[config.mk]
export PLATFORM = sky130hd
export DESIGN_NAME = bsps_sequencer
export DESIGN_NICKNAME = d
export VERILOG_FILES = /design/src/rtl/bsps_pkg.sv /design/src/rtl/bsps_sequencer.sv /design/src/rtl/bsps_sync.sv /design/src/rtl/bsps_cycle_count.sv
export SDC_FILE = /design/constraint.sdc
export NUM_CORES = 1
export LEC_CHECK = 0
export BUFFER_PORTS_ARGS = -buffer_cell sky130_fd_sc_hd__buf_2
export CAP_MARGIN = 15
export CORE_MARGIN = 5
export CORE_UTILIZATION = 55
export DETAILED_ROUTE_END_ITERATION = 10
export GPL_ROUTABILITY_DRIVEN = 1
export PLACE_DENSITY = 0.87
export SYNTH_ARGS = -nofsm -noshare
export SYNTH_HDL_FRONTEND = slang
export SYNTH_SLANG_ARGS = --single-unit
[constraint.sdc]
create_clock -name clk_i -period 12.9 [get_ports clk_i]
set_input_delay 3.225 -clock clk_i [delete_from_list [all_inputs] [get_ports clk_i]]
set_output_delay 3.225 -clock clk_i [all_outputs]
set_load 0.02 [all_outputs]
[src/rtl/bsps_pkg.sv]
// Purpose: Shared constants for the buck start-up and protection sequencer
// Assumes: 50 MHz system clock, switching period derived in the top module
// Notes:   Register map, field positions, reset values and timing counts
package bsps_pkg;
	// System clock
	localparam int CLK_PERIOD_NS = 20;
	// Over-current blanking after low-side turn-on
	localparam int OC_BLANK_NS     = 160;
	localparam int OC_BLANK_CYCLES = (OC_BLANK_NS + CLK_PERIOD_NS - 1) / CLK_PERIOD_NS;
	// Counts in switching cycles
	localparam int HICCUP_SW_CYCLES = 4096;
	localparam int PG_DELAY_SW_CYCLES = 256;
	// Low-side start-up pulse groups at 25, 50 and 75 percent
	localparam int GROUP_Q1 = 32;
	localparam int GROUP_Q2 = 16;
	localparam int GROUP_Q3 = 8;
	// Default switching period in system clocks (500 kHz)
	localparam int SW_PERIOD_CLKS = 100;
	// Register byte addresses
	localparam logic [7:0] REG_DUTY   = 8'h00;
	localparam logic [7:0] REG_STATUS = 8'h04;
	// Duty register reset value, high-side on-time in clocks
	localparam logic [7:0] DUTY_RESET = 8'h24;
	// Status fields
	localparam int ST_STATE_LSB = 0;
	localparam int ST_OC_BIT    = 9;
	localparam int ST_OV_BIT    = 10;
	localparam int ST_PG_BIT    = 11;
	localparam int ST_READY_BIT = 12;
	localparam int ST_HOT_BIT   = 13;
	// Sequencer states, one-hot
	typedef enum logic [8:0] {
		SQ_OFF     = 9'h001,
		SQ_PREBIAS = 9'h002,
		SQ_RAMP    = 9'h004,
		SQ_RUN     = 9'h008,
		SQ_HICCUP  = 9'h010,
		SQ_THERMAL = 9'h020,
		SQ_OVHOLD  = 9'h040,
		SQ_OVLATCH = 9'h080,
		SQ_SSOFF   = 9'h100
	} bsps_state_e;
endpackage

[src/rtl/bsps_sequencer.sv]
// Purpose: Start-up and protection sequencer for a synchronous buck stage
// Assumes: Comparator levels arrive unsynchronised; Wishbone classic slave
// Notes:   Switching period is a fixed division of clk_i; duty is set by software
//
// Decided for this implementation: register access over Wishbone and the register offsets.
`timescale 1ns/100ps
module bsps_sequencer
	import bsps_pkg::*;
#(
	parameter int PERIOD_CLKS     = SW_PERIOD_CLKS,
	parameter int HICCUP_CYCLES   = HICCUP_SW_CYCLES,
	parameter int PG_DELAY_CYCLES = PG_DELAY_SW_CYCLES
)
(
	// Clock and reset
	input  wire logic        clk_i,
	input  wire logic        rst_i,
	// Wishbone classic slave
	input  wire logic        wb_cyc_i,
	input  wire logic        wb_stb_i,
	input  wire logic        wb_we_i,
	input  wire logic [7:0]  wb_adr_i,
	input  wire logic [31:0] wb_dat_i,
	input  wire logic [3:0]  wb_sel_i,
	output logic      [31:0] wb_dat_o,
	output logic             wb_ack_o,
	// Lockout comparators
	input  wire logic        vcc_ok_i,
	input  wire logic        enable_ok_i,
	// Sense comparators
	input  wire logic        oc_below_gnd_i,
	input  wire logic        ov_trip_i,
	input  wire logic        ov_release_i,
	input  wire logic        overtemp_i,
	input  wire logic        pg_window_i,
	input  wire logic        ss_low_i,
	input  wire logic        ss_above_pg_i,
	// Gate drivers
	output logic             hs_gate_o,
	output logic             ls_gate_o,
	output logic             drv_hiz_o,
	output logic             ss_discharge_o,
	// Power-good open drain
	output logic             pgood_o,
	output logic             pgood_oe_o,
	// Fault flags
	output logic             overcurrent_fault_o,
	output logic             overvoltage_fault_o
);
	localparam int PW = 8; // Phase and duty width

	if (PERIOD_CLKS < 2 * OC_BLANK_CYCLES || PERIOD_CLKS > 255)
	begin : g_bad_period
		$error("bsps_sequencer: PERIOD_CLKS out of range");
	end

	bsps_state_e  state;       // Sequencer state
	bsps_state_e  next_state;  // Next sequencer state
	logic [PW-1:0] phase;      // Position in switching period
	logic          sw_tick;    // Last clock of a period
	logic [PW-1:0] duty;       // High-side on-time from software
	logic [PW-1:0] duty_eff;   // Duty clamped below the period
	logic [PW-1:0] ls_full;    // Steady low-side width
	logic [PW-1:0] ls_width;   // Low-side width in use
	logic [2:0]    step;       // Quarter step, 1..4
	logic [5:0]    pulses;     // Pulses issued in this step
	logic          hs_seen;    // High-side pulse seen in pre-bias
	logic [PW-1:0] ls_on_cnt;  // Clocks since low-side turn-on
	logic          next_hs;    // Next high-side gate
	logic          next_ls;    // Next low-side gate
	logic          oc_hit;     // Qualified over-current sample
	logic          hiccup_done;
	logic          pg_qual;    // Power-good qualifiers all true
	logic          pg_done;
	logic          ready;      // Supply and enable both above lockout
	logic [8:0]    sy;         // Synchronised comparators

	// All comparators pass two flops first
	bsps_sync #(.W(9)) u_sync (
		.clk_i  (clk_i),
		.rst_i  (rst_i),
		.async_i({vcc_ok_i, enable_ok_i, oc_below_gnd_i, ov_trip_i, ov_release_i,
			overtemp_i, pg_window_i, ss_low_i, ss_above_pg_i}),
		.sync_o (sy)
	);

	wire s_oc     = sy[6];
	wire s_ovtrip = sy[5];
	wire s_ovrel  = sy[4];
	wire s_hot    = sy[3];
	wire s_pgwin  = sy[2];
	wire s_sslow  = sy[1];
	wire s_sspg   = sy[0];

	assign ready = sy[8] & sy[7];

	// Width for a given quarter step of the steady low-side width
	function automatic logic [PW-1:0] quarter_width(input logic [PW-1:0] full,
		input logic [2:0] q);
		logic [PW+2:0] prod;
		prod = {3'b000, full} * {{PW{1'b0}}, q};
		return prod[PW+1:2];
	endfunction

	// Pulses in the group of a given step
	function automatic logic [5:0] group_len(input logic [2:0] q);
		unique case (q)
			3'd1:    return 6'(GROUP_Q1);
			3'd2:    return 6'(GROUP_Q2);
			default: return 6'(GROUP_Q3);
		endcase
	endfunction

	// Switching oscillator: free-running period counter
	always_ff @(posedge clk_i)
	begin
		if (rst_i || sw_tick)
			phase <= '0;
		else
			phase <= phase + PW'(1);
	end

	assign sw_tick = (phase == PW'(PERIOD_CLKS - 1));

	// Duty must leave room for the low side
	assign duty_eff = (duty < PW'(PERIOD_CLKS - 1)) ? duty : PW'(PERIOD_CLKS - 1);
	assign ls_full  = PW'(PERIOD_CLKS) - duty_eff;
	assign ls_width = (state == SQ_RAMP) ? quarter_width(ls_full, step) : ls_full;

	// Gate pattern per state; low side sits at the end of the period
	always_comb
	begin
		next_hs = 1'b0;
		next_ls = 1'b0;
		unique case (state)
			SQ_PREBIAS:
				next_hs = (phase < duty_eff); // Low side kept off
			SQ_RAMP, SQ_RUN:
			begin
				next_hs = (phase < duty_eff);
				next_ls = (phase >= PW'(PERIOD_CLKS) - ls_width);
			end
			SQ_OVHOLD:
				next_ls = 1'b1; // Discharge output through low side
			default:
			begin
				next_hs = 1'b0; // Both off in every other state
				next_ls = 1'b0;
			end
		endcase
	end

	// Gate registers
	always_ff @(posedge clk_i)
	begin
		if (rst_i)
		begin
			hs_gate_o <= 1'b0;
			ls_gate_o <= 1'b0;
		end
		else
		begin
			hs_gate_o <= next_hs;
			ls_gate_o <= next_ls;
		end
	end

	// Low-side on-time, gives the blanking window
	always_ff @(posedge clk_i)
	begin
		if (rst_i || !ls_gate_o)
			ls_on_cnt <= '0;
		else if (ls_on_cnt != PW'(OC_BLANK_CYCLES))
			ls_on_cnt <= ls_on_cnt + PW'(1);
	end

	// Sample only after switching noise has settled
	assign oc_hit = ls_gate_o && (ls_on_cnt == PW'(OC_BLANK_CYCLES)) && s_oc;

	// Sequencer next state; lockout first, then over-voltage, heat, over-current, soft-start
	always_comb
	begin
		next_state = state;
		if (!ready)
			next_state = SQ_OFF;
		else
		begin
			unique case (state)
				SQ_OFF:
					next_state = SQ_PREBIAS;
				SQ_PREBIAS, SQ_RAMP, SQ_RUN:
				begin
					if (s_ovtrip)
						next_state = SQ_OVHOLD;
					else if (s_hot)
						next_state = SQ_THERMAL;
					else if (oc_hit)
						next_state = SQ_HICCUP; // Fires in ramp and run only; low side stays off in pre-bias
					else if (state != SQ_PREBIAS && s_sslow)
						next_state = SQ_SSOFF;
					else if (state == SQ_PREBIAS && sw_tick && hs_seen)
						next_state = SQ_RAMP;
					else if (state == SQ_RAMP && sw_tick && step == 3'd4)
						next_state = SQ_RUN;
				end
				SQ_HICCUP:
					if (hiccup_done)
						next_state = SQ_PREBIAS; // Retry; repeats while the fault stays
				SQ_THERMAL:
					if (!s_hot)
						next_state = SQ_PREBIAS;
				SQ_OVHOLD:
					if (s_ovrel)
						next_state = SQ_OVLATCH;
				SQ_OVLATCH:
					next_state = SQ_OVLATCH; // Only a lockout reaches OFF
				SQ_SSOFF:
					if (!s_sslow)
						next_state = SQ_PREBIAS;
				default:
					next_state = SQ_OFF;
			endcase
		end
	end

	// State register
	always_ff @(posedge clk_i)
	begin
		if (rst_i)
			state <= SQ_OFF;
		else
			state <= next_state;
	end

	// Pre-bias watch for the first high-side pulse
	always_ff @(posedge clk_i)
	begin
		if (rst_i || state != SQ_PREBIAS)
			hs_seen <= 1'b0;
		else if (hs_gate_o)
			hs_seen <= 1'b1;
	end

	// Step and pulse counting through the ramp
	always_ff @(posedge clk_i)
	begin
		if (rst_i || state != SQ_RAMP)
		begin
			step   <= 3'd1;
			pulses <= '0;
		end
		else if (sw_tick && step != 3'd4)
		begin
			if (pulses == group_len(step) - 6'(1))
			begin
				step   <= step + 3'd1;
				pulses <= '0;
			end
			else
				pulses <= pulses + 6'(1);
		end
	end

	// Hiccup hold-off in switching cycles
	bsps_cycle_count #(.W(14), .LIMIT(HICCUP_CYCLES)) u_hiccup (
		.clk_i  (clk_i),
		.rst_i  (rst_i),
		.clear_i(state != SQ_HICCUP),
		.tick_i (sw_tick),
		.done_o (hiccup_done)
	);

	// Soft-start node held low while hiccup or heat shutdown
	always_ff @(posedge clk_i)
	begin
		if (rst_i)
			ss_discharge_o <= 1'b1;
		else
			ss_discharge_o <= (next_state == SQ_HICCUP) || (next_state == SQ_THERMAL)
				|| (next_state == SQ_OFF);
	end

	// Drivers float only under lockout
	always_ff @(posedge clk_i)
	begin
		if (rst_i)
			drv_hiz_o <= 1'b1;
		else
			drv_hiz_o <= !ready;
	end

	// Over-current flag: set wins, cleared when hiccup ends
	always_ff @(posedge clk_i)
	begin
		if (rst_i)
			overcurrent_fault_o <= 1'b0;
		else if (oc_hit && (state == SQ_PREBIAS || state == SQ_RAMP || state == SQ_RUN))
			overcurrent_fault_o <= 1'b1;
		else if (state == SQ_HICCUP && hiccup_done)
			overcurrent_fault_o <= 1'b0;
	end

	// Over-voltage flag: held until supply or enable drops
	always_ff @(posedge clk_i)
	begin
		if (rst_i)
			overvoltage_fault_o <= 1'b0;
		else if (next_state == SQ_OVHOLD)
			overvoltage_fault_o <= 1'b1;
		else if (!ready)
			overvoltage_fault_o <= 1'b0;
	end

	// Power-good qualifiers: window, soft-start level, ramp or run state
	assign pg_qual = s_pgwin && s_sspg && (state == SQ_RAMP || state == SQ_RUN);

	// Delay restarts whenever a qualifier drops
	bsps_cycle_count #(.W(10), .LIMIT(PG_DELAY_CYCLES)) u_pgdelay (
		.clk_i  (clk_i),
		.rst_i  (rst_i),
		.clear_i(!pg_qual),
		.tick_i (sw_tick),
		.done_o (pg_done)
	);

	// Open drain: pin always pulls low, enable released when good
	assign pgood_o = 1'b0;
	always_ff @(posedge clk_i)
	begin
		if (rst_i)
			pgood_oe_o <= 1'b1;
		else
			pgood_oe_o <= !(pg_done && pg_qual);
	end

	// Wishbone: one wait state, ack drops the cycle after it rose
	always_ff @(posedge clk_i)
	begin
		if (rst_i)
			wb_ack_o <= 1'b0;
		else
			wb_ack_o <= wb_cyc_i && wb_stb_i && !wb_ack_o;
	end

	// Duty register, low byte lane only
	always_ff @(posedge clk_i)
	begin
		if (rst_i)
			duty <= DUTY_RESET;
		else if (wb_cyc_i && wb_stb_i && wb_we_i && !wb_ack_o && wb_sel_i[0]
			&& wb_adr_i == REG_DUTY)
			duty <= wb_dat_i[7:0];
	end

	// Read data; unmapped addresses return zero
	always_ff @(posedge clk_i)
	begin
		if (rst_i)
			wb_dat_o <= '0;
		else if (wb_cyc_i && wb_stb_i && !wb_we_i && !wb_ack_o)
		begin
			wb_dat_o <= '0;
			if (wb_adr_i == REG_DUTY)
				wb_dat_o[7:0] <= duty;
			else if (wb_adr_i == REG_STATUS)
			begin
				wb_dat_o[ST_STATE_LSB +: 9] <= state;
				wb_dat_o[ST_OC_BIT]         <= overcurrent_fault_o;
				wb_dat_o[ST_OV_BIT]         <= overvoltage_fault_o;
				wb_dat_o[ST_PG_BIT]         <= !pgood_oe_o;
				wb_dat_o[ST_READY_BIT]      <= ready;
				wb_dat_o[ST_HOT_BIT]        <= s_hot;
			end
		end
	end
endmodule

[src/rtl/bsps_sync.sv]
// Purpose: Two-flop synchroniser for a group of comparator levels
// Assumes: Inputs are slow levels, not pulses
// Notes:   Only the second stage may be used downstream
`timescale 1ns/100ps
module bsps_sync
	import bsps_pkg::*;
#(
	parameter int W = 1
)
(
	// Clock and reset
	input  wire logic         clk_i,
	input  wire logic         rst_i,
	// Levels
	input  wire logic [W-1:0] async_i,
	output logic      [W-1:0] sync_o
);
	logic [W-1:0] stage1; // Metastability catcher, read only by stage two

	// Two stages, reset to low
	always_ff @(posedge clk_i)
	begin
		if (rst_i)
		begin
			stage1 <= '0;
			sync_o <= '0;
		end
		else
		begin
			stage1 <= async_i;
			sync_o <= stage1;
		end
	end
endmodule

[src/rtl/bsps_cycle_count.sv]
// Purpose: Saturating counter of switching-cycle ticks
// Assumes: tick_i is one clock wide, once per switching period
// Notes:   done_o holds high once LIMIT ticks were seen since the clear
`timescale 1ns/100ps
module bsps_cycle_count
	import bsps_pkg::*;
#(
	parameter int W     = 13,
	parameter int LIMIT = 4096
)
(
	// Clock and reset
	input  wire logic clk_i,
	input  wire logic rst_i,
	// Control
	input  wire logic clear_i,
	input  wire logic tick_i,
	output logic      done_o
);
	logic [W-1:0] count; // Ticks seen so far

	if (LIMIT < 1 || LIMIT >= (1 << W))
	begin : g_bad_limit
		$error("bsps_cycle_count: LIMIT does not fit W");
	end

	assign done_o = (count == W'(LIMIT));

	// Restart on clear, stop at the limit
	always_ff @(posedge clk_i)
	begin
		if (rst_i || clear_i)
			count <= '0;
		else if (tick_i && !done_o)
			count <= count + W'(1);
	end
endmodule

==> flow_summary.yaml <==
grt:
  grt_max_degree: 63
  grt_pass1_vias: 4796
  track_usage_pct: 19.12
  grt_pass1_wl_um: 20960
  antenna_found_initial: 0
  gr-total-overflow: 0
timing:
  finalSetupTns_ns: 0
  maxSlewViolCount: 0
  timing.fmax_mhz: 183.3
  relSlewSlack_pct: 48.96
  finalCriticalPeriod_ns: 5.456
  worstMarginPinSlew_ns: 0.7635
  final_hold_viol_count: 0
  finalSetupViolations: 0
  skew_ns: 0.01332
  rsz0062_at_grt: "false"
  layout_worst_path_cycle_share_pct: 42.30
final_layout:
  fin_cells: 889
  antenna_cells: 0
  final_core_util_pct: 60.06
  mostFrequentLayoutCells: "dfxtp_1 (107), nor2_1 (98), nand2_1 (52), buf_2 (52), inv_1 (39)"
  drive_above_1_share_pct: 11.75
  num-nets-final: 846
  area_growth_pct: 7.885
  layout_commonest_cell: "dfxtp_1"
clocking:
  htree_levels: 3
  cts_tree: "yes"
  cts.sink_count: 107
  cts_buffers: 9
  cts-root-buf: "clkbuf_8"
  ctsResizeCount: 0
  insertion_delay_ns: 0.38
  post_cts_buffers: 0
  clk_pin_slew_ns: 0.12
  cts.path.max_buffers: 2
  hold_buffers: 0
synth:
  synth_top_family_by_area: "simple AND/OR/NAND/NOR gates"
  synth-edff-count: 0
  syn_area_um2: 5982
  synth_area_per_cell_um2: 8.461
  yosysSeqAreaShare_pct: 35.81
  synthMuxAreaShare_pct: 3.158
  synth_compound_area_share_pct: 10.92
  ys_seq_elements: 107
  synthXorXnorAreaFrac_pct: 7.760
  synthAdderAreaFrac_pct: 10.08
  syn_inst: 707
  yosysWarnings: 0
  synthArstFlopShare_pct: 0
  ys.flop_type: "dfxtp_1"
  synth-simple-area-share_pct: 25.37
  synth.distinct_cells: 61
worst_setup_path:
  crit_fanout: 7
  crit_type: "reg -> reg"
  critPathBufInv: 1
  endpoint_kind: "register"
  reg2regPathDepth: 22
  crit_required_ns: 13.17
  path_cells: "or4_1 > and2_1 > nor2_1 > ha_1 > nor2b_1 > or3_1 > a21boi_0 > nand2_1 > fa_1 > inv_1 > ha_1 > o21ai_0 > a21oi_1 > o22ai_1 > xor2_1 > o21ai_0 > o311ai_1 > xor2_1 > ha_1 > or3_1 > a21oi_1 > a21oi_1"
  critPathCapture: "ls_gate_o"
  rr_startpoint: "duty[7]"
  crit_cells: 22
  r2r_setup_slack_ns: 7.44
  arrival_ns: 5.73
  crit_path_start: "duty[7]"
  crit_family: "simple AND/OR/NAND/NOR gates"
  cp_slowest_cell: "or4_1"
  startpoint_type: "register"
  critPathMaxStageDelay_ns: 0.55
  r2r-end: "ls_gate_o"
routing:
  avgViaCountPerCell: 5.539
  drc: 0
  drt-initial-drc-count: 282
  ant_nets: 0
  postRouteWirelength_um: 12170
  vias: 4924
  first_pass_iters: 5
  wl_per_cell_um: 13.69
floorplanning:
  dieArea_um2: 13060
  initial_core_util_pct: 55.67
  die_width_um: 114.3
  io_pins: 99
  core-area_um2: 10750
  die_y_um: 114.3
  fp-row-count: 38
outcome:
  status: "complete, no violations"
power_and_ir_drop:
  leakage_nw: 2.622
  power_density_nw_per_um2: 88.52
  ir_drop_mv: 0.09595
place:
  io_buffers: 52
  dp_cells: 873
  place.gp.congestion: 0.8376
  dp_hpwl_um: 8829
flow_run:
  drv_cap: 0
worst_hold_path:
  hold_depth: 1
  worstHoldPathType: "reg -> reg"
[cells in the mapped netlist (all sizes together) (6+ instances only)]
cell type,instances,area (µm²)
or3,9,56.30
a22oi,13,97.59
nor2,98,367.9
nand2,52,195.2
xnor2,24,210.2
o21ai,29,145.1
ha,37,462.9
xor2,29,254.0
dfxtp,107,2142
a21oi,28,140.1
nor4,7,58.81
nor3b,6,45.04
nor2b,28,175.2
and3,9,57.56
nor3,21,116.4
inv,39,146.4
mux2i,11,110.1
nand2b,8,50.05
nand4,12,96.34
mux2,7,78.83
nand3,21,105.1
buf,24,172.7
nand3b,6,45.04
clkbuf,23,86.33
fa,7,140.1
[layout make-up]
class | instances | area, µm²
Fill cell | 920 | 4292
Multi-Input combinational cell | 534 | 3510
Sequential cell | 107 | 2142
Timing Repair Buffer | 53 | 267.8
Tap cell | 140 | 175.2
Inverter | 39 | 146.4
Clock buffer | 9 | 123.9
Clock inverter | 7 | 88.84
[kinds of logic (layout without fill, tap and decap cells)]
kind of cell    Yosys count  in the layout
compound gates          101            101
other cells               2             22
flops                   107            107
fa+ha+maj                44             44
mux                      18             18
xor+xnor                 53             53
simple gates            296            296
buf+inv                  86            108
[worst min-delay path by stage]
stage	start	endpoint	slack, ns
after detailed placement	u_sync.sync_o[0]	pgood_oe_o	0.39
after global routing	u_sync.stage1[7]	u_sync.sync_o[7]	0.45
after global placement	u_sync.sync_o[0]	pgood_oe_o	0.40
after floorplan	u_sync.sync_o[0]	pgood_oe_o	0.37
final	u_sync.sync_o[0]	pgood_oe_o	0.43
after CTS	u_sync.sync_o[0]	pgood_oe_o	0.43
[sequential cells by signal, summed over array words and instances (netlist names), 3 cells and up]
signal / flops
duty: 8
ls_on_cnt: 8
phase: 8
pulses: 6
state: 9
step: 3
u_hiccup.count: 14
u_pgdelay.count: 10
u_sync.stage1: 9
u_sync.sync_o: 9
wb_dat_o: 14
[power breakdown]
| part | internal [mW] | switching (mW) | total (mW) |
|---|---|---|---|
| logic | 0.00938 | 0.0144 | 0.0238 |
| clock network | 0.0789 | 0.132 | 0.211 |
| registers | 0.334 | 0.00253 | 0.336 |
[stage by stage]
stage / hold WS (ns) / total power [mW] / instance area (µm²) / worst slack [ns]
after floorplan: 0.3706 / 0.3647 / 6057 / 8.112
after global placement: 0.3976 / 0.3670 / 6241 / 7.569
after detailed placement: 0.3894 / 0.3676 / 6241 / 7.485
after CTS: 0.4266 / 0.5738 / 6454 / 7.461
after global routing: 0.4532 / 0.5907 / 6454 / 7.029
final: 0.4299 / 0.5713 / 6454 / 7.444
[layer usage]
metal  track usage, %  part of all wire [%]
met2            32.98                    48
met4            6.888                   2.2
met5                0                     0
met1            23.95                    45
met3            3.383                   5.1
(Power assumes the default switching activity.)
